[config.mk]
export PLATFORM = sky130hd
export DESIGN_NAME = cbsi_ctrl
export DESIGN_NICKNAME = d
export VERILOG_FILES = /design/src/rtl/cbsi_ctrl.v /design/src/rtl/cbsi_vec_sel.v
export VERILOG_INCLUDE_DIRS = /design/src /design/src/rtl
export SDC_FILE = /design/constraint.sdc
export NUM_CORES = 1
export LEC_CHECK = 0
export BUFFER_PORTS_ARGS = -buffer_cell sky130_fd_sc_hd__buf_2
export CORE_MARGIN = 4
export CORE_UTILIZATION = 45
export DETAILED_ROUTE_END_ITERATION = 16
export GPL_TIMING_DRIVEN = 1
export PLACE_DENSITY = 0.68
export SYNTH_ARGS = -nofsm -noshare
export SYNTH_HDL_FRONTEND = slang
export SYNTH_SLANG_ARGS = --single-unit
[constraint.sdc]
create_clock -name clk -period 3.8 [get_ports clk]
set_input_delay 0.57 -clock clk [delete_from_list [all_inputs] [get_ports clk]]
set_output_delay 0.57 -clock clk [all_outputs]
set_load 0.02 [all_outputs]
[src/rtl/cbsi_defs.vh]
`ifndef CBSI_DEFS_VH
`define CBSI_DEFS_VH

// register offsets
`define CBSI_OFS_STATUS   8'h00
`define CBSI_OFS_MODE     8'h04
`define CBSI_OFS_BANKS    8'h08
`define CBSI_OFS_DIRECT   8'h0c
`define CBSI_OFS_STACK    8'h10
`define CBSI_OFS_INDEXHI  8'h14
`define CBSI_OFS_OPS      8'h18
`define CBSI_OFS_STATE    8'h1c

// status register bit positions
`define CBSI_P_C          0
`define CBSI_P_Z          1
`define CBSI_P_I          2
`define CBSI_P_D          3
`define CBSI_P_X          4
`define CBSI_P_M          5
`define CBSI_P_V          6
`define CBSI_P_N          7

// ops register bit positions
`define CBSI_OP_SLEEP     0
`define CBSI_OP_HALT      1
`define CBSI_OP_BRK       2
`define CBSI_OP_COP       3

// reset values
`define CBSI_RST_P        8'h34
`define CBSI_RST_BANK     8'h00
`define CBSI_RST_DIRECT   16'h0000
`define CBSI_RST_IDXHI    8'h00
`define CBSI_RST_SH       8'h01
`define CBSI_RST_SL       8'hff

// interrupt causes
`define CBSI_CA_RST       3'h0
`define CBSI_CA_ABT       3'h1
`define CBSI_CA_NMI       3'h2
`define CBSI_CA_IRQ       3'h3
`define CBSI_CA_BRK       3'h4
`define CBSI_CA_COP       3'h5

// vector low addresses, legacy then native
`define CBSI_VEC_ABT_L    24'h00_fff8
`define CBSI_VEC_ABT_N    24'h00_ffe8
`define CBSI_VEC_NMI_L    24'h00_fffa
`define CBSI_VEC_NMI_N    24'h00_ffea
`define CBSI_VEC_IRQ_L    24'h00_fffe
`define CBSI_VEC_IRQ_N    24'h00_ffee
`define CBSI_VEC_BRK_L    24'h00_fffe
`define CBSI_VEC_BRK_N    24'h00_ffe6
`define CBSI_VEC_COP_L    24'h00_fff4
`define CBSI_VEC_COP_N    24'h00_ffe4
`define CBSI_VEC_RST      24'h00_fffc

// cycle kinds {data_valid, program_valid}
`define CBSI_KIND_INT     2'h0
`define CBSI_KIND_PROG    2'h1
`define CBSI_KIND_DATA    2'h2
`define CBSI_KIND_FETCH   2'h3

// sequence timing
`define CBSI_SEQ_FIRST_PUSH 3'h2
`define CBSI_SEQ_LAST_L   3'h6
`define CBSI_SEQ_LAST_N   3'h7
`define CBSI_LOCK_8BIT    3'h3
`define CBSI_LOCK_16BIT   3'h5

`endif

[src/rtl/cbsi_ctrl.v]
`timescale 1ns/100ps
`include "cbsi_defs.vh"

module cbsi_ctrl #(
    parameter NARROW_BUS = 1
) (
    input  wire        clk,
    input  wire        reset_n,
    input  wire [7:0]  reg_addr,
    input  wire [31:0] reg_wdata,
    input  wire        reg_wr,
    input  wire        reg_rd,
    output reg  [31:0] reg_rdata,
    input  wire        irq_n,
    input  wire        nmi_n,
    input  wire        abort_n,
    input  wire        set_ovf_n,
    input  wire        rdy_in,
    output wire        rdy_out,
    output wire        rdy_oe,
    input  wire        instr_boundary,
    input  wire [1:0]  core_kind,
    input  wire        core_write,
    input  wire        rmw_final,
    output wire        core_stall,
    output wire        commit_block,
    output wire        seq_active,
    output reg  [23:0] seq_addr,
    output wire [23:0] stack_addr,
    output reg         phi2_out,
    output reg         phi1_n_out,
    output wire        legacy_out,
    output reg         width_out,
    output reg         rw_out,
    output wire        data_address_valid,
    output wire        program_address_valid,
    output wire        opcode_fetch_marker,
    output reg         vector_fetch_flag_n,
    output wire        memory_lock_out_n
);

    localparam ST_IDLE = 1'b0;
    localparam ST_SEQ  = 1'b1;

    reg  [7:0]  p_q;
    reg         e_q;
    reg  [7:0]  code_bank_reg_q;
    reg  [7:0]  data_bank_reg_q;
    reg  [15:0] direct_q;
    reg  [15:0] sp_q;
    reg  [7:0]  xh_q;
    reg  [7:0]  yh_q;
    reg         state_q;
    reg  [2:0]  cnt_q;
    reg  [2:0]  cause_q;
    reg         rst_pend_q;
    reg         nmi_pend_q;
    reg         nmi_prev_q;
    reg         so_prev_q;
    reg         abort_lat_q;
    reg         brk_pend_q;
    reg         cop_pend_q;
    reg         sleeping_q;
    reg         woke_q;
    reg         stopped_q;
    reg         stall_q;
    reg  [2:0]  lock_cnt_q;
    reg  [1:0]  kind_q;
    reg         take;
    reg  [2:0]  cause_d;
    reg  [1:0]  kind_d;
    reg         rw_d;
    reg         vp_n_d;
    reg  [23:0] addr_d;
    wire [23:0] vec_base;
    wire [2:0]  last_cnt;
    wire [2:0]  vec_cnt;
    wire        halt_cond;
    wire        irq_req;
    wire        wake;
    wire        at_bound;
    wire        start;
    wire        pushing;
    wire        seq_go;
    wire        seq_end;
    wire        wr_ops;

    ////////////////////////////////////////////////////////////////////
    // vector lookup
    cbsi_vec_sel u_vec (
        .cause  (cause_q),
        .legacy (e_q),
        .vec    (vec_base)
    );

    ////////////////////////////////////////////////////////////////////
    // ready, halt and stall
    assign halt_cond  = ~rdy_in & ~(NARROW_BUS != 0 && e_q && core_write);
    assign core_stall = stopped_q | stall_q | halt_cond;
    assign rdy_oe     = sleeping_q;
    assign rdy_out    = 1'b0;

    always @(posedge clk or negedge reset_n) begin
        if (!reset_n) begin
            stall_q <= 1'b0;
        end else if (halt_cond) begin
            stall_q <= 1'b1;
        end else if (rdy_in && phi2_out && !stopped_q) begin
            stall_q <= 1'b0;
        end
    end

    ////////////////////////////////////////////////////////////////////
    // output clocks
    always @(posedge clk or negedge reset_n) begin
        if (!reset_n) begin
            phi2_out   <= 1'b0;
            phi1_n_out <= 1'b1;
        end else if (stopped_q) begin
            phi2_out   <= 1'b1;
            phi1_n_out <= 1'b0;
        end else begin
            phi2_out   <= ~phi2_out;
            phi1_n_out <= phi2_out;
        end
    end

    ////////////////////////////////////////////////////////////////////
    // interrupt sources
    assign irq_req  = ~irq_n & ~p_q[`CBSI_P_I];
    assign wake     = ~irq_n | nmi_pend_q | abort_lat_q;
    assign at_bound = instr_boundary | woke_q;
    assign wr_ops   = reg_wr && reg_addr == `CBSI_OFS_OPS;

    always @(posedge clk or negedge reset_n) begin
        if (!reset_n) begin
            nmi_prev_q  <= 1'b1;
            nmi_pend_q  <= 1'b0;
            abort_lat_q <= 1'b0;
            brk_pend_q  <= 1'b0;
            cop_pend_q  <= 1'b0;
            sleeping_q  <= 1'b0;
            woke_q      <= 1'b0;
            stopped_q   <= 1'b0;
        end else begin
            nmi_prev_q <= nmi_n;
            if (nmi_prev_q && !nmi_n) begin
                nmi_pend_q <= 1'b1;
            end else if (start && cause_d == `CBSI_CA_NMI) begin
                nmi_pend_q <= 1'b0;
            end
            if (!abort_n && phi2_out) begin
                abort_lat_q <= 1'b1;
            end else if (seq_go && cause_q == `CBSI_CA_ABT && cnt_q == 3'h1) begin
                abort_lat_q <= 1'b0;
            end
            if (wr_ops && reg_wdata[`CBSI_OP_BRK]) begin
                brk_pend_q <= 1'b1;
            end else if (start && cause_d == `CBSI_CA_BRK) begin
                brk_pend_q <= 1'b0;
            end
            if (wr_ops && reg_wdata[`CBSI_OP_COP]) begin
                cop_pend_q <= 1'b1;
            end else if (start && cause_d == `CBSI_CA_COP) begin
                cop_pend_q <= 1'b0;
            end
            if (wr_ops && reg_wdata[`CBSI_OP_SLEEP] && !wake) begin
                sleeping_q <= 1'b1;
            end else if (wake) begin
                sleeping_q <= 1'b0;
            end
            if (sleeping_q && wake) begin
                woke_q <= 1'b1;
            end else if (!core_stall) begin
                woke_q <= 1'b0;
            end
            if (wr_ops && reg_wdata[`CBSI_OP_HALT]) begin
                stopped_q <= 1'b1;
            end
        end
    end

    ////////////////////////////////////////////////////////////////////
    // cause priority
    always @* begin
        take    = 1'b0;
        cause_d = `CBSI_CA_RST;
        if (rst_pend_q) begin
            take = 1'b1;
        end else if (at_bound) begin
            if (abort_lat_q) begin
                take    = 1'b1;
                cause_d = `CBSI_CA_ABT;
            end else if (nmi_pend_q) begin
                take    = 1'b1;
                cause_d = `CBSI_CA_NMI;
            end else if (irq_req) begin
                take    = 1'b1;
                cause_d = `CBSI_CA_IRQ;
            end else if (brk_pend_q) begin
                take    = 1'b1;
                cause_d = `CBSI_CA_BRK;
            end else if (cop_pend_q) begin
                take    = 1'b1;
                cause_d = `CBSI_CA_COP;
            end
        end
    end

    ////////////////////////////////////////////////////////////////////
    // interrupt sequencer
    assign last_cnt   = e_q ? `CBSI_SEQ_LAST_L : `CBSI_SEQ_LAST_N;
    assign vec_cnt    = last_cnt - 3'h1;
    assign start      = take && state_q == ST_IDLE && !core_stall;
    assign seq_go     = state_q == ST_SEQ && !core_stall;
    assign seq_end    = seq_go && cnt_q == last_cnt;
    assign pushing    = cnt_q >= `CBSI_SEQ_FIRST_PUSH && cnt_q < vec_cnt;
    assign seq_active = state_q == ST_SEQ;
    assign commit_block = abort_lat_q;

    always @(posedge clk or negedge reset_n) begin
        if (!reset_n) begin
            state_q    <= ST_IDLE;
            cnt_q      <= 3'h0;
            cause_q    <= `CBSI_CA_RST;
            rst_pend_q <= 1'b1;
        end else begin
            case (state_q)
                ST_IDLE: begin
                    if (start) begin
                        state_q    <= ST_SEQ;
                        cnt_q      <= 3'h0;
                        cause_q    <= cause_d;
                        rst_pend_q <= 1'b0;
                    end
                end
                default: begin
                    if (seq_end) begin
                        state_q <= ST_IDLE;
                    end else if (seq_go) begin
                        cnt_q <= cnt_q + 3'h1;
                    end
                end
            endcase
        end
    end

    ////////////////////////////////////////////////////////////////////
    // cycle outputs
    assign stack_addr = {8'h00, e_q ? `CBSI_RST_SH : sp_q[15:8], sp_q[7:0]};

    always @* begin
        kind_d = core_kind;
        rw_d   = ~core_write;
        vp_n_d = 1'b1;
        addr_d = 24'h00_0000;
        if (state_q == ST_SEQ) begin
            if (cnt_q < `CBSI_SEQ_FIRST_PUSH) begin
                kind_d = `CBSI_KIND_INT;
                rw_d   = 1'b1;
            end else if (pushing) begin
                kind_d = `CBSI_KIND_DATA;
                rw_d   = cause_q == `CBSI_CA_RST;
                addr_d = stack_addr;
            end else begin
                kind_d = `CBSI_KIND_DATA;
                rw_d   = 1'b1;
                vp_n_d = 1'b0;
                addr_d = {vec_base[23:1], cnt_q == last_cnt};
            end
        end
    end

    always @(posedge clk or negedge reset_n) begin
        if (!reset_n) begin
            kind_q              <= `CBSI_KIND_INT;
            rw_out              <= 1'b1;
            vector_fetch_flag_n <= 1'b1;
            seq_addr            <= 24'h00_0000;
            width_out           <= 1'b1;
        end else begin
            kind_q              <= kind_d;
            rw_out              <= rw_d;
            vector_fetch_flag_n <= vp_n_d;
            seq_addr            <= addr_d;
            width_out           <= phi2_out ? p_q[`CBSI_P_X] : p_q[`CBSI_P_M];
        end
    end

    assign data_address_valid    = kind_q[1];
    assign program_address_valid = kind_q[0];
    assign opcode_fetch_marker   = kind_q == `CBSI_KIND_FETCH;
    assign legacy_out            = e_q;

    ////////////////////////////////////////////////////////////////////
    // memory lock
    always @(posedge clk or negedge reset_n) begin
        if (!reset_n) begin
            lock_cnt_q <= 3'h0;
        end else if (rmw_final) begin
            lock_cnt_q <= p_q[`CBSI_P_M] ? `CBSI_LOCK_8BIT : `CBSI_LOCK_16BIT;
        end else if (lock_cnt_q != 3'h0 && !core_stall) begin
            lock_cnt_q <= lock_cnt_q - 3'h1;
        end
    end

    assign memory_lock_out_n = lock_cnt_q == 3'h0;

    ////////////////////////////////////////////////////////////////////
    // processor registers and bus writes
    always @(posedge clk or negedge reset_n) begin
        if (!reset_n) begin
            p_q             <= `CBSI_RST_P;
            e_q             <= 1'b1;
            code_bank_reg_q <= `CBSI_RST_BANK;
            data_bank_reg_q <= `CBSI_RST_BANK;
            direct_q        <= `CBSI_RST_DIRECT;
            sp_q            <= {`CBSI_RST_SH, `CBSI_RST_SL};
            xh_q            <= `CBSI_RST_IDXHI;
            yh_q            <= `CBSI_RST_IDXHI;
            so_prev_q       <= 1'b1;
        end else begin
            so_prev_q <= set_ovf_n;
            if (reg_wr && !commit_block) begin
                if (reg_addr == `CBSI_OFS_STATUS) begin
                    p_q <= reg_wdata[7:0];
                end else if (reg_addr == `CBSI_OFS_MODE) begin
                    e_q <= reg_wdata[0];
                end else if (reg_addr == `CBSI_OFS_BANKS) begin
                    code_bank_reg_q <= reg_wdata[7:0];
                    data_bank_reg_q <= reg_wdata[15:8];
                end else if (reg_addr == `CBSI_OFS_DIRECT) begin
                    direct_q <= reg_wdata[15:0];
                end else if (reg_addr == `CBSI_OFS_STACK) begin
                    sp_q <= reg_wdata[15:0];
                end else if (reg_addr == `CBSI_OFS_INDEXHI) begin
                    xh_q <= reg_wdata[7:0];
                    yh_q <= reg_wdata[15:8];
                end
            end
            if (seq_go && pushing) begin
                sp_q <= sp_q - 16'h0001;
            end
            if (seq_end) begin
                p_q[`CBSI_P_I] <= 1'b1;
                p_q[`CBSI_P_D] <= 1'b0;
                if (!e_q) begin
                    code_bank_reg_q <= `CBSI_RST_BANK;
                end
            end
            if (e_q) begin
                p_q[`CBSI_P_M] <= 1'b1;
                p_q[`CBSI_P_X] <= 1'b1;
                sp_q[15:8]     <= `CBSI_RST_SH;
                xh_q           <= `CBSI_RST_IDXHI;
                yh_q           <= `CBSI_RST_IDXHI;
            end
            if (NARROW_BUS != 0 && so_prev_q && !set_ovf_n) begin
                p_q[`CBSI_P_V] <= 1'b1;
            end
        end
    end

    ////////////////////////////////////////////////////////////////////
    // register reads
    always @(posedge clk or negedge reset_n) begin
        if (!reset_n) begin
            reg_rdata <= 32'h0000_0000;
        end else if (reg_rd) begin
            if (reg_addr == `CBSI_OFS_STATUS) begin
                reg_rdata <= {24'h00_0000, p_q};
            end else if (reg_addr == `CBSI_OFS_MODE) begin
                reg_rdata <= {31'h0000_0000, e_q};
            end else if (reg_addr == `CBSI_OFS_BANKS) begin
                reg_rdata <= {16'h0000, data_bank_reg_q, code_bank_reg_q};
            end else if (reg_addr == `CBSI_OFS_DIRECT) begin
                reg_rdata <= {16'h0000, direct_q};
            end else if (reg_addr == `CBSI_OFS_STACK) begin
                reg_rdata <= {16'h0000, stack_addr[15:0]};
            end else if (reg_addr == `CBSI_OFS_INDEXHI) begin
                reg_rdata <= {16'h0000, yh_q, xh_q};
            end else if (reg_addr == `CBSI_OFS_STATE) begin
                reg_rdata <= {16'h0000, stall_q, stopped_q, sleeping_q,
                              abort_lat_q, nmi_pend_q, rst_pend_q,
                              cop_pend_q, brk_pend_q, state_q,
                              cnt_q, 1'b0, cause_q};
            end else begin
                reg_rdata <= 32'h0000_0000;
            end
        end else begin
            reg_rdata <= 32'h0000_0000;
        end
    end

endmodule

[src/rtl/cbsi_vec_sel.v]
`timescale 1ns/100ps
`include "cbsi_defs.vh"

module cbsi_vec_sel (
    input  wire [2:0]  cause,
    input  wire        legacy,
    output reg  [23:0] vec
);

    // vector table lookup by cause and mode
    always @* begin
        case (cause)
            `CBSI_CA_ABT: vec = legacy ? `CBSI_VEC_ABT_L : `CBSI_VEC_ABT_N;
            `CBSI_CA_NMI: vec = legacy ? `CBSI_VEC_NMI_L : `CBSI_VEC_NMI_N;
            `CBSI_CA_IRQ: vec = legacy ? `CBSI_VEC_IRQ_L : `CBSI_VEC_IRQ_N;
            `CBSI_CA_BRK: vec = legacy ? `CBSI_VEC_BRK_L : `CBSI_VEC_BRK_N;
            `CBSI_CA_COP: vec = legacy ? `CBSI_VEC_COP_L : `CBSI_VEC_COP_N;
            default:      vec = `CBSI_VEC_RST;
        endcase
    end

endmodule

# Yosys cells after proc, flatten, opt, wreduce, memory -nomap -nowiden
# Index checks and enable logic that the tools add are counted.
totals:
  ff_bits: 157
op_classes:
  bitwise: 17
  magnitude_cmp: 3
  add_sub_neg: 4
  eq_ne: 34
  n_reduce_logical: 68
  n_mux: 103
ops:
  columns: ["operator", "n"]
  rows:
  - ["16-bit two-way mux", 14]
  - ["8-bit two-way mux", 24]
  - ["24-bit case mux with 5 select lines", 1]
  - ["24-bit two-way mux", 3]
  - ["3-bit two-way mux", 14]
  - ["1-bit two-way mux", 35]
  - ["2-bit nonzero test", 17]
  - ["8-bit by 5-bit equality test with 1-bit output (second input constant)", 4]
  - ["32-bit two-way mux", 1]
  - ["1-bit logical AND", 26]
  - ["5-bit two-way mux", 5]
  - ["8-bit by 4-bit equality test with 1-bit output (second input constant)", 2]
  - ["16-bit by 1-bit subtractor with 16-bit output (second input constant)", 1]
  - ["7-bit two-way mux", 2]
  - ["3-bit equality test (second input constant)", 4]
  - ["2-bit by 1-bit inequality test with 1-bit output (second input constant)", 6]
  - ["2-bit inequality test (second input constant)", 6]
  - ["3-bit by 2-bit inequality test with 1-bit output (second input constant)", 4]
  - ["6-bit AND reduction", 2]
  - ["1-bit NOT", 10]
  - ["2-bit AND reduction", 5]
  - ["3-bit by 2-bit equality test with 1-bit output (second input constant)", 3]
  - ["3-bit nonzero test", 3]
  - ["8-bit by 3-bit equality test with 1-bit output (second input constant)", 1]
  - ["19 further kinds", 36]

# Logic depth before layout (Yosys ltp)
# Gate-level depths: netlist of the first run.
logic_depth:
  ltp_word: 12
  mapped_depth: 8
  mapped_depth_nobuf: 7

# Cells and area by module
# A second synthesis of the first run with hierarchy kept.
unflattened:
  hier_cells: 734
  hier_area_um2: 7252.0
by_module_without_submodules:
  columns: ["module", "cells_per_inst", "instances", "area_each_um2", "seq_area_each_um2"]
  rows:
  - ["cbsi_ctrl", 704, 1, 7034.2, 3553.4]
  - ["cbsi_vec_sel", 30, 1, 217.7, 0.0]

# Least setup slack after synthesis of the first run
# OpenSTA, ideal clock, no wires.
synth_path:
  path_kind: "reg-to-reg"
  from: "register e_q (netlist: legacy_out)"
  to: "register sp_q[13]"
  path_buffers: 0
  t_required_ps: 3718
  arrival_time_ps: 2288
  setup_time_ps: 82
  path_stages_with_launch: 7
  slack_ps: 1430
  path_cell_list: "dfstp_2 > ha_1 > and2b_1 > o22a_2 > or3_4 > or4_1 > a31oi_1"
synth_via:
  elab_chain_len: 9
synth_lines:
  columns: ["element", "line_no", "rtl"]
  rows:
  - ["start, declared", "cbsi_ctrl.v:46", "reg e_q;"]
  - ["start signal, assigned", "cbsi_ctrl.v:328", "e_q <= reg_wdata[0];"]
  - ["branches (longest 9 deep; another with 2-bit by 2-bit subtractor with 3-bit output)", null, null]
  - ["end signal, assigned", "cbsi_ctrl.v:335", "sp_q <= reg_wdata[15:0];"]
  - ["end signal, assigned", "cbsi_ctrl.v:342", "sp_q <= sp_q - 16'h0001;"]
  - ["end signal, assigned", "cbsi_ctrl.v:354", "sp_q[15:8] <= `CBSI_RST_SH;"]
  - ["end, declared", "cbsi_ctrl.v:50", "reg [15:0] sp_q;"]
# Several ways; the timed one is not identified.
# A chain may end at the register's enable or synchronous reset.

# Worst setup path in the final report of the first run
layout_path:
  from: "register e_q (netlist: legacy_out)"
  to: "register sp_q[15]"
# Same word-level chain as after synthesis.

==> key figures, run 1 <==
GRT
  • First-pass GRT wire length: 30,300 µm
  • Number of antenna violations at the first check in global routing: 1
  • Vias in the first global route: 5,387
  • Maximum number of pins on one net before global-route repair: 97
  • Total gr overflow: 0
  • Overall routing resource usage: 22.0%

Floorplanning
  • Core Area: 14,800 µm²
  • Die Span X: 132 µm
  • # rows: 44
  • Die height: 132 µm
  • # IOs: 149
  • DIE AREA: 17,300 µm²
  • Effective utilization at floorplan: 46.5%

Yosys
  • Post-synthesis sequential area ratio: 48.8%
  • Flip-flop cell with the highest count after synthesis: dfrtp_1
  • Mean Syn Cell Area: 9.54 µm²
  • Post-synthesis async set-or-reset flop share: 100%
  • Number of register bits inferred by synthesis: 133
  • Synthesis warning total: 0
  • Cell area after synthesis: 6870 µm²
  • Cells after Synth: 720
  • Number of library cell types mapped by synthesis: 76
  • Number of flops mapped to enable cells by yosys: 0

Final layout
  • Final nets: 868
  • Most frequent cells in the layout: 116 x nand2_1, 113 x dfrtp_1, 98 x buf_2, 60 x a21oi_1, 53 x nor2_1
  • Final-layout fill cell count: 1,361
  • Post-layout utilization of the core: 53.3%
  • Share of final-layout standard cells stronger than drive strength 1: 24.6%
  • Multi-input gate area in the final layout: 3090 µm²
  • Finished Cell Area: 7870 µm²
  • Area grow syn2layout: 14.6%
  • Sequential cell area in the final layout: 3350 µm²
  • N_diodes: 0
  • Most common cell after layout, fill and taps aside: nand2_1

Power and ir drop
  • Cell Pwr Density: 554 nW/µm²
  • Max IR drop VDD: 324 µV
  • LEAKAGE: 3.68 nW

Routing
  • Total Routed Length: 18,800 µm
  • Remaining antenna violation count after routing: 0
  • Via count normalized by instance count: 5.71
  • DRC violation total after the first TritonRoute iteration: 578
  • DRC violation count after routing: 0
  • Wirelength per Cell: 18.8 µm
  • Total via count after detailed routing: 5,729
  • Drt pass-1 iters: 5

Clocking
  • Deepest clock path buffer count: 2
  • Cts repair resizes: 0
  • Clock-pin transition on the worst setup and hold timing paths: 0.06 ns
  • Clock latency reported for the late side of the worst-skew pair: 0.42 ns
  • Depth of the CTS H-tree: 4
  • # Post-CTS Setup Buffers: 0
  • Clock tree from TritonCTS: yes
  • Total of hold buffers inserted after clock tree synthesis: 0
  • Clock Sink Count: 133
  • Number of buffers created by CTS: 17
  • Buffer type at the clock tree root: clkbuf_16

Setup path
  • Reg2Reg Launch Point: legacy_out$_DFFE_PN1P_
  • Kind of end point of the critical path: register
  • Critical path launch point type: register
  • FF-to-FF path depth: 6
  • Required time at the worst-slack endpoint: 4.13 ns
  • Crit path kind: reg -> reg
  • Timing endpoint of the critical path: sp_q[15]$_DFFE_PN0P_
  • Arrival time of data at the critical path endpoint: 2.92 ns
  • Largest fanout on the critical path: 14
  • Setup slack on the worst flop-to-flop path: 1.22 ns
  • Capture point of the worst reg-to-reg path: sp_q[15]$_DFFE_PN0P_
  • Launch point of the worst path: legacy_out$_DFFE_PN1P_

Place
  • Pre-CTS WS: 1.06 ns
  • RD Place Congestion: 0.866
  • DP Wirelength: 13,600 µm
  • Count of input and output buffers: 99
  • Post-DP Area: 7320 µm²

Hold path
  • Worst hold path type: in -> async

Timing
  • Transition time of the tightest slew-check pin: 0.877 ns
  • Worst setup slack after layout: 1.22 ns
  • Top achievable clock speed: 0.387 GHz
  • Total negative slack: 0 ns
  • Count of final setup violators: 0
  • Worst clock skew: 0.0104 ns
  • Worst slew slack as a fraction of its limit: 41.5%
  • RSZ-0062 raised after global routing: no
  • Fraction of the cycle the final worst path needs: 68.0%
  • Time the final worst path needs with I/O delays and setup: 2.58 ns
  • Final-layout worst hold slack: 0.236 ns
  • Final max-slew violation count: 0
  • Count of final hold-check violations: 0

Flow run
  • Number of maximum-capacitance constraint violations: 0

Outcome
  • Outcome: finished, final reports clean
==> worst min-delay path by stage <==
stage                                         startpoint                        endpoint  cells past startpoint
after floorplan                                  reset_n          brk_pend_q$_DFFE_PN0P_                      0
after global placement    data_bank_reg_q[1]$_DFFE_PN0P_  data_bank_reg_q[1]$_DFFE_PN0P_                      2
after detailed placement  data_bank_reg_q[3]$_DFFE_PN0P_  data_bank_reg_q[3]$_DFFE_PN0P_                      2
after CTS                                      set_ovf_n             so_prev_q$_DFF_PN1_                      1
after global routing                               nmi_n            nmi_prev_q$_DFF_PN1_                      1
final                                            reset_n       lock_cnt_q[0]$_DFFE_PN0P_                      1
==> Yosys cell counts, drive strengths merged (4+ instances only) <==
cell    instances  share of area [%]
a21oi          61                4.5
a221oi          9                1.1
a22o            6               0.77
a22oi          14                1.5
a32o            7                1.0
and2            7               0.64
buf            53                5.6
clkbuf         18                1.0
dfrtp         113                 41
dfstp          20                7.7
ha              7                1.3
inv            23                1.3
mux2           23                3.8
mux2i           4               0.58
nand2         117                6.4
nand2b         11                1.0
nand3           4               0.36
nand4           4               0.36
nor2           55                3.1
nor2b          12                1.1
nor3           20                1.8
nor3b           5               0.69
nor4            6               0.64
o21ai          49                3.6
o22ai           9               0.91
o311ai          4               0.51
o31ai           4               0.44
or3             4               0.44
or4             6               0.77
==> per-layer routing <==
metal	part of all wire [%]	GRT usage (%)
met1	43	30.8
met2	47	33.7
met3	7.8	5.62
met4	2.0	6.77
met5	0.16	0
==> registers in the layout, indices dropped and copies added, names as in the netlist, 8 cells and up <==
signal / count
direct_q: 16
reg_rdata: 16
seq_addr: 16
sp_q: 16
code_bank_reg_q: 8
data_bank_reg_q: 8
p_q: 8
xh_q: 8
yh_q: 8
==> layout make-up <==
cell class | instances | share of cell area, %
multi-input cells | 524 | 39.2
inverters | 23 | 1.10
flip-flops and latches | 133 | 42.6
repair buffers | 108 | 7.24
clock buffers | 27 | 6.27
clock inverters | 5 | 0.636
well taps | 184 | 2.93
==> metrics by stage <==
stage / power, mW / std cells
floorplan: 2.53 / 752
global placement: 2.84 / 972
detailed placement: 2.85 / 972
CTS: 4.37 / 1004
global route: 4.57 / 1004
finish: 4.36 / 1004
==> cell families (layout without fill, tap and decap cells) <==
group	after synthesis	after routing	synth area share, %
AND/OR/NAND/NOR	268	268	19.8
AO/OA/AOI/OAI	187	187	17.4
flip-flops	133	133	48.8
buffers and inverters	95	163	8.00
multiplexers	27	27	4.35
adder cells (fa/ha/maj)	7	7	1.28
XOR/XNOR	2	2	0.255
other	1	33	0.0546
==> worst max-delay path, cell delays in order (launching register included) <==
cell     delay (ns)
dfstp_2        0.60
ha_1           0.24
and2b_1        0.21
o22ai_2        0.43
nand2_1        0.40
or3_1          0.46
a31oi_1        0.17
==> where the power goes <==
group	switching (mW)	internal [mW]
clock network	0.572	0.947
registers	0.224	1.63
logic	0.644	0.338
(Power assumes the default switching activity.)
==> run 2, diff against run 1 <==
--- a/config.mk
+++ b/config.mk
@@ -6,6 +6,7 @@
 export SDC_FILE = /design/constraint.sdc
 export NUM_CORES = 1
 export LEC_CHECK = 0
+export ABC_AREA = 1
 export BUFFER_PORTS_ARGS = -buffer_cell sky130_fd_sc_hd__buf_2
 export CORE_MARGIN = 4
 export CORE_UTILIZATION = 45
==> constraint.sdc (replaced) <==
create_clock -name clk -period 2.48 [get_ports clk]
set_input_delay 0.372 -clock clk [delete_from_list [all_inputs] [get_ports clk]]
set_output_delay 0.372 -clock clk [all_outputs]
set_load 0.02 [all_outputs]
==> key figures, run 2 <==
Outcome
  • Outcome: finished, final reports clean (unchanged)

Setup path
  • Largest fanout on the critical path: 19 (was 14)
  • Crit path kind: reg -> reg (unchanged)
  • Required time at the worst-slack endpoint: 2.82 ns (was 4.13 ns)
  • Arrival time of data at the critical path endpoint: 2.37 ns (was 2.92 ns)
  • Kind of end point of the critical path: register (unchanged)
  • Critical path launch point type: register (unchanged)

Floorplanning
  • # rows: 45 (was 44)
  • Die height: 134 µm (was 132 µm)
  • Effective utilization at floorplan: 46.3% (was 46.5%)
  • Core Area: 15,300 µm² (was 14,800 µm²)
  • Die Span X: 134 µm (was 132 µm)
  • # IOs: 149 (unchanged)
  • DIE AREA: 17,800 µm² (was 17,300 µm²)

Timing
  • Worst slew slack as a fraction of its limit: 59.5% (was 41.5%)
  • Worst setup slack after layout: 0.455 ns (was 1.22 ns)
  • Transition time of the tightest slew-check pin: 0.608 ns (was 0.877 ns)
  • Fraction of the cycle the final worst path needs: 81.6% (was 68.0%)
  • Final max-slew violation count: 0 (unchanged)
  • Count of final setup violators: 0 (unchanged)
  • RSZ-0062 raised after global routing: no (unchanged)
  • Worst clock skew: 0.00572 ns (was 0.0104 ns)
  • Time the final worst path needs with I/O delays and setup: 2.02 ns (was 2.58 ns)
  • Top achievable clock speed: 0.494 GHz (was 0.387 GHz)
  • Total negative slack: 0 ns (unchanged)
  • Count of final hold-check violations: 0 (unchanged)
  • Final-layout worst hold slack: 0.0562 ns (was 0.236 ns)

Clocking
  • Deepest clock path buffer count: 2 (unchanged)
  • Total of hold buffers inserted after clock tree synthesis: 1 (was 0)
  • Clock-pin transition on the worst setup and hold timing paths: 0.06 ns (about the same)
  • Clock Sink Count: 133 (unchanged)
  • Cts repair resizes: 0 (unchanged)
  • # Post-CTS Setup Buffers: 0 (unchanged)
  • Buffer type at the clock tree root: clkbuf_16 (unchanged)
  • Number of buffers created by CTS: 17 (unchanged)
  • Clock latency reported for the late side of the worst-skew pair: 0.43 ns (was 0.42 ns)
  • Clock tree from TritonCTS: yes (unchanged)
  • Depth of the CTS H-tree: 4 (unchanged)

Final layout
  • Final-layout fill cell count: 1,531 (was 1,361)
  • Finished Cell Area: 8250 µm² (was 7870 µm²)
  • Post-layout utilization of the core: 53.9% (was 53.3%)
  • N_diodes: 0 (unchanged)
  • Area grow syn2layout: 16.3% (was 14.6%)
  • Final nets: 1,070 (was 868)
  • Final non-filler cell total: 1,233 (was 1,004)
  • Share of final-layout standard cells stronger than drive strength 1: 19.7% (was 24.6%)
  • Most common cell after layout, fill and taps aside: nand2_1 (unchanged)
  • Most frequent cells in the layout: 274 x nand2_1, 113 x dfrtp_1, 98 x buf_2, 96 x inv_1, 82 x o21ai_0 (was 116 x nand2_1, 113 x dfrtp_1, 98 x buf_2, 60 x a21oi_1, 53 x nor2_1)

Routing
  • Via count normalized by instance count: 4.93 (was 5.71)
  • Wirelength per Cell: 15.1 µm (was 18.8 µm)
  • Drt pass-1 iters: 5 (unchanged)
  • DRC violation count after routing: 0 (unchanged)
  • Total via count after detailed routing: 6,074 (was 5,729)
  • Remaining antenna violation count after routing: 0 (unchanged)
  • DRC violation total after the first TritonRoute iteration: 615 (was 578)
  • Total Routed Length: 18,700 µm (was 18,800 µm)

GRT
  • Number of antenna violations at the first check in global routing: 0 (was 1)
  • Total gr overflow: 0 (unchanged)
  • First-pass GRT wire length: 29,800 µm (was 30,300 µm)
  • Vias in the first global route: 5,751 (was 5,387)
  • Maximum number of pins on one net before global-route repair: 65 (was 97)
  • Overall routing resource usage: 21.3% (was 22.0%)

Place
  • DP Wirelength: 13,800 µm (was 13,600 µm)
  • Inst Count DP: 1,200 (was 972)
  • RD Place Congestion: 0.865 (was 0.866)
  • Count of input and output buffers: 99 (unchanged)
  • Pre-CTS WS: 0.455 ns (was 1.06 ns)
  • Post-DP Area: 7630 µm² (was 7320 µm²)

Yosys
  • Post-synthesis sequential area ratio: 47.3% (was 48.8%)
  • Post-synthesis async set-or-reset flop share: 100% (unchanged)
  • Number of flops mapped to enable cells by yosys: 0 (unchanged)
  • Top-count cell post-synth: nand2_1 (unchanged)
  • Number of register bits inferred by synthesis: 133 (unchanged)
  • Mean Syn Cell Area: 7.79 µm² (was 9.54 µm²)
  • Cells after Synth: 911 (was 720)
  • Number of library cell types mapped by synthesis: 41 (was 76)
  • Synth area leaders: dfrtp_1 40%, nand2_1 14%, dfstp_2 7.4%, o21ai_0 5.8%, inv_1 5.1% (was dfrtp_1 41%, dfstp_2 7.7%, nand2_1 6.3%, buf_4 4.6%, a21oi_1 4.4%)
  • Library cell with the largest summed area after synthesis: dfrtp_1 (unchanged)
  • Top post-synthesis cells by count: 274 x nand2_1, 113 x dfrtp_1, 96 x inv_1 (was 116 x nand2_1, 113 x dfrtp_1, 60 x a21oi_1)
  • Synthesis warning total: 0 (unchanged)
  • Cell area after synthesis: 7090 µm² (was 6870 µm²)
  • Flip-flop cell with the highest count after synthesis: dfrtp_1 (unchanged)
  • Area fraction of the dominant cell type after synthesis: 39.9% (was 41.2%)

Flow run
  • Number of maximum-capacitance constraint violations: 0 (unchanged)

Hold path
  • Worst hold path type: in -> reg (was in -> async)

Power and ir drop
  • Cell Pwr Density: 870 nW/µm² (was 554 nW/µm²)
  • LEAKAGE: 4.36 nW (was 3.68 nW)
  • Final Power: 7.18 mW (was 4.36 mW)
  • Max IR drop VDD: 462 µV (was 324 µV)
## run 2: cells by family (layout without fill, tap and decap cells)
| logic type | after synthesis | after routing | synth area share, % |
|---|---|---|---|
| simple gates | 441 | 441 | 27.3 |
| xor+xnor | 3 | 3 | 0.371 |
| other cells | 1 | 33 | 0.0529 |
| flops | 133 | 133 | 47.3 |
| compound gates | 160 | 160 | 11.9 |
| fa+ha+maj | 7 | 7 | 1.23 |
| buf+inv | 166 | 245 | 11.9 |
## run 2: layout make-up
cell class                 instances  area (µm²)  area share, %
inverter                         100         380           4.61
tap                              211         264           3.20
clock buffer                      20         457           5.54
sequential                       133        3350           40.6
clock inverter                    12         154           1.87
multi-input combinational        644        3020           36.6
timing repair buffer             113         622           7.54
## run 2: per-layer routing
metal	wire [µm]	GRT usage, %
met2	8710	33.3
met1	8280	29.6
met3	1200	3.59
met5	0	0
met4	479	8.80
## run 2: path summary, 6_finish.rpt
| path | start | endpoint | slack (ns) | cells after the start |
|---|---|---|---|---|
| worst min-delay path | nmi_n | nmi_prev_q$_DFF_PN1_ | 0.06 | 1 |
| worst max register to register | legacy_out$_DFFE_PN1P_ | sp_q[4]$_DFFE_PN1P_ | 0.46 | 9 |
| worst max-delay path | legacy_out$_DFFE_PN1P_ | sp_q[4]$_DFFE_PN1P_ | 0.46 | 9 |
| worst min register to register | yh_q[5]$_DFFE_PN0P_ | yh_q[5]$_DFFE_PN0P_ | 0.47 | 2 |
| min in group asynchronous | reset_n | lock_cnt_q[0]$_DFFE_PN0P_ | 0.49 | 2 |
| max in group asynchronous | reset_n | sp_q[8]$_DFFE_PN1P_ | 1.20 | 3 |
## run 2: critical path: stages, from the launching register on
cell     delay [ns]
dfstp_2        0.60
ha_1           0.25
nand3_1        0.10
nand3_1        0.10
buf_4          0.19
nor2_4         0.34
o21ai_0        0.14
o21ai_0        0.10
nand2_1        0.06
o21ai_0        0.07
## run 2: power by group
group	total [mW]	switching, mW	internal, mW
Sequential	2.82	0.279	2.54
Combinational	1.77	1.22	0.550
Clock	2.60	0.964	1.63
Total	7.18	2.46	4.72
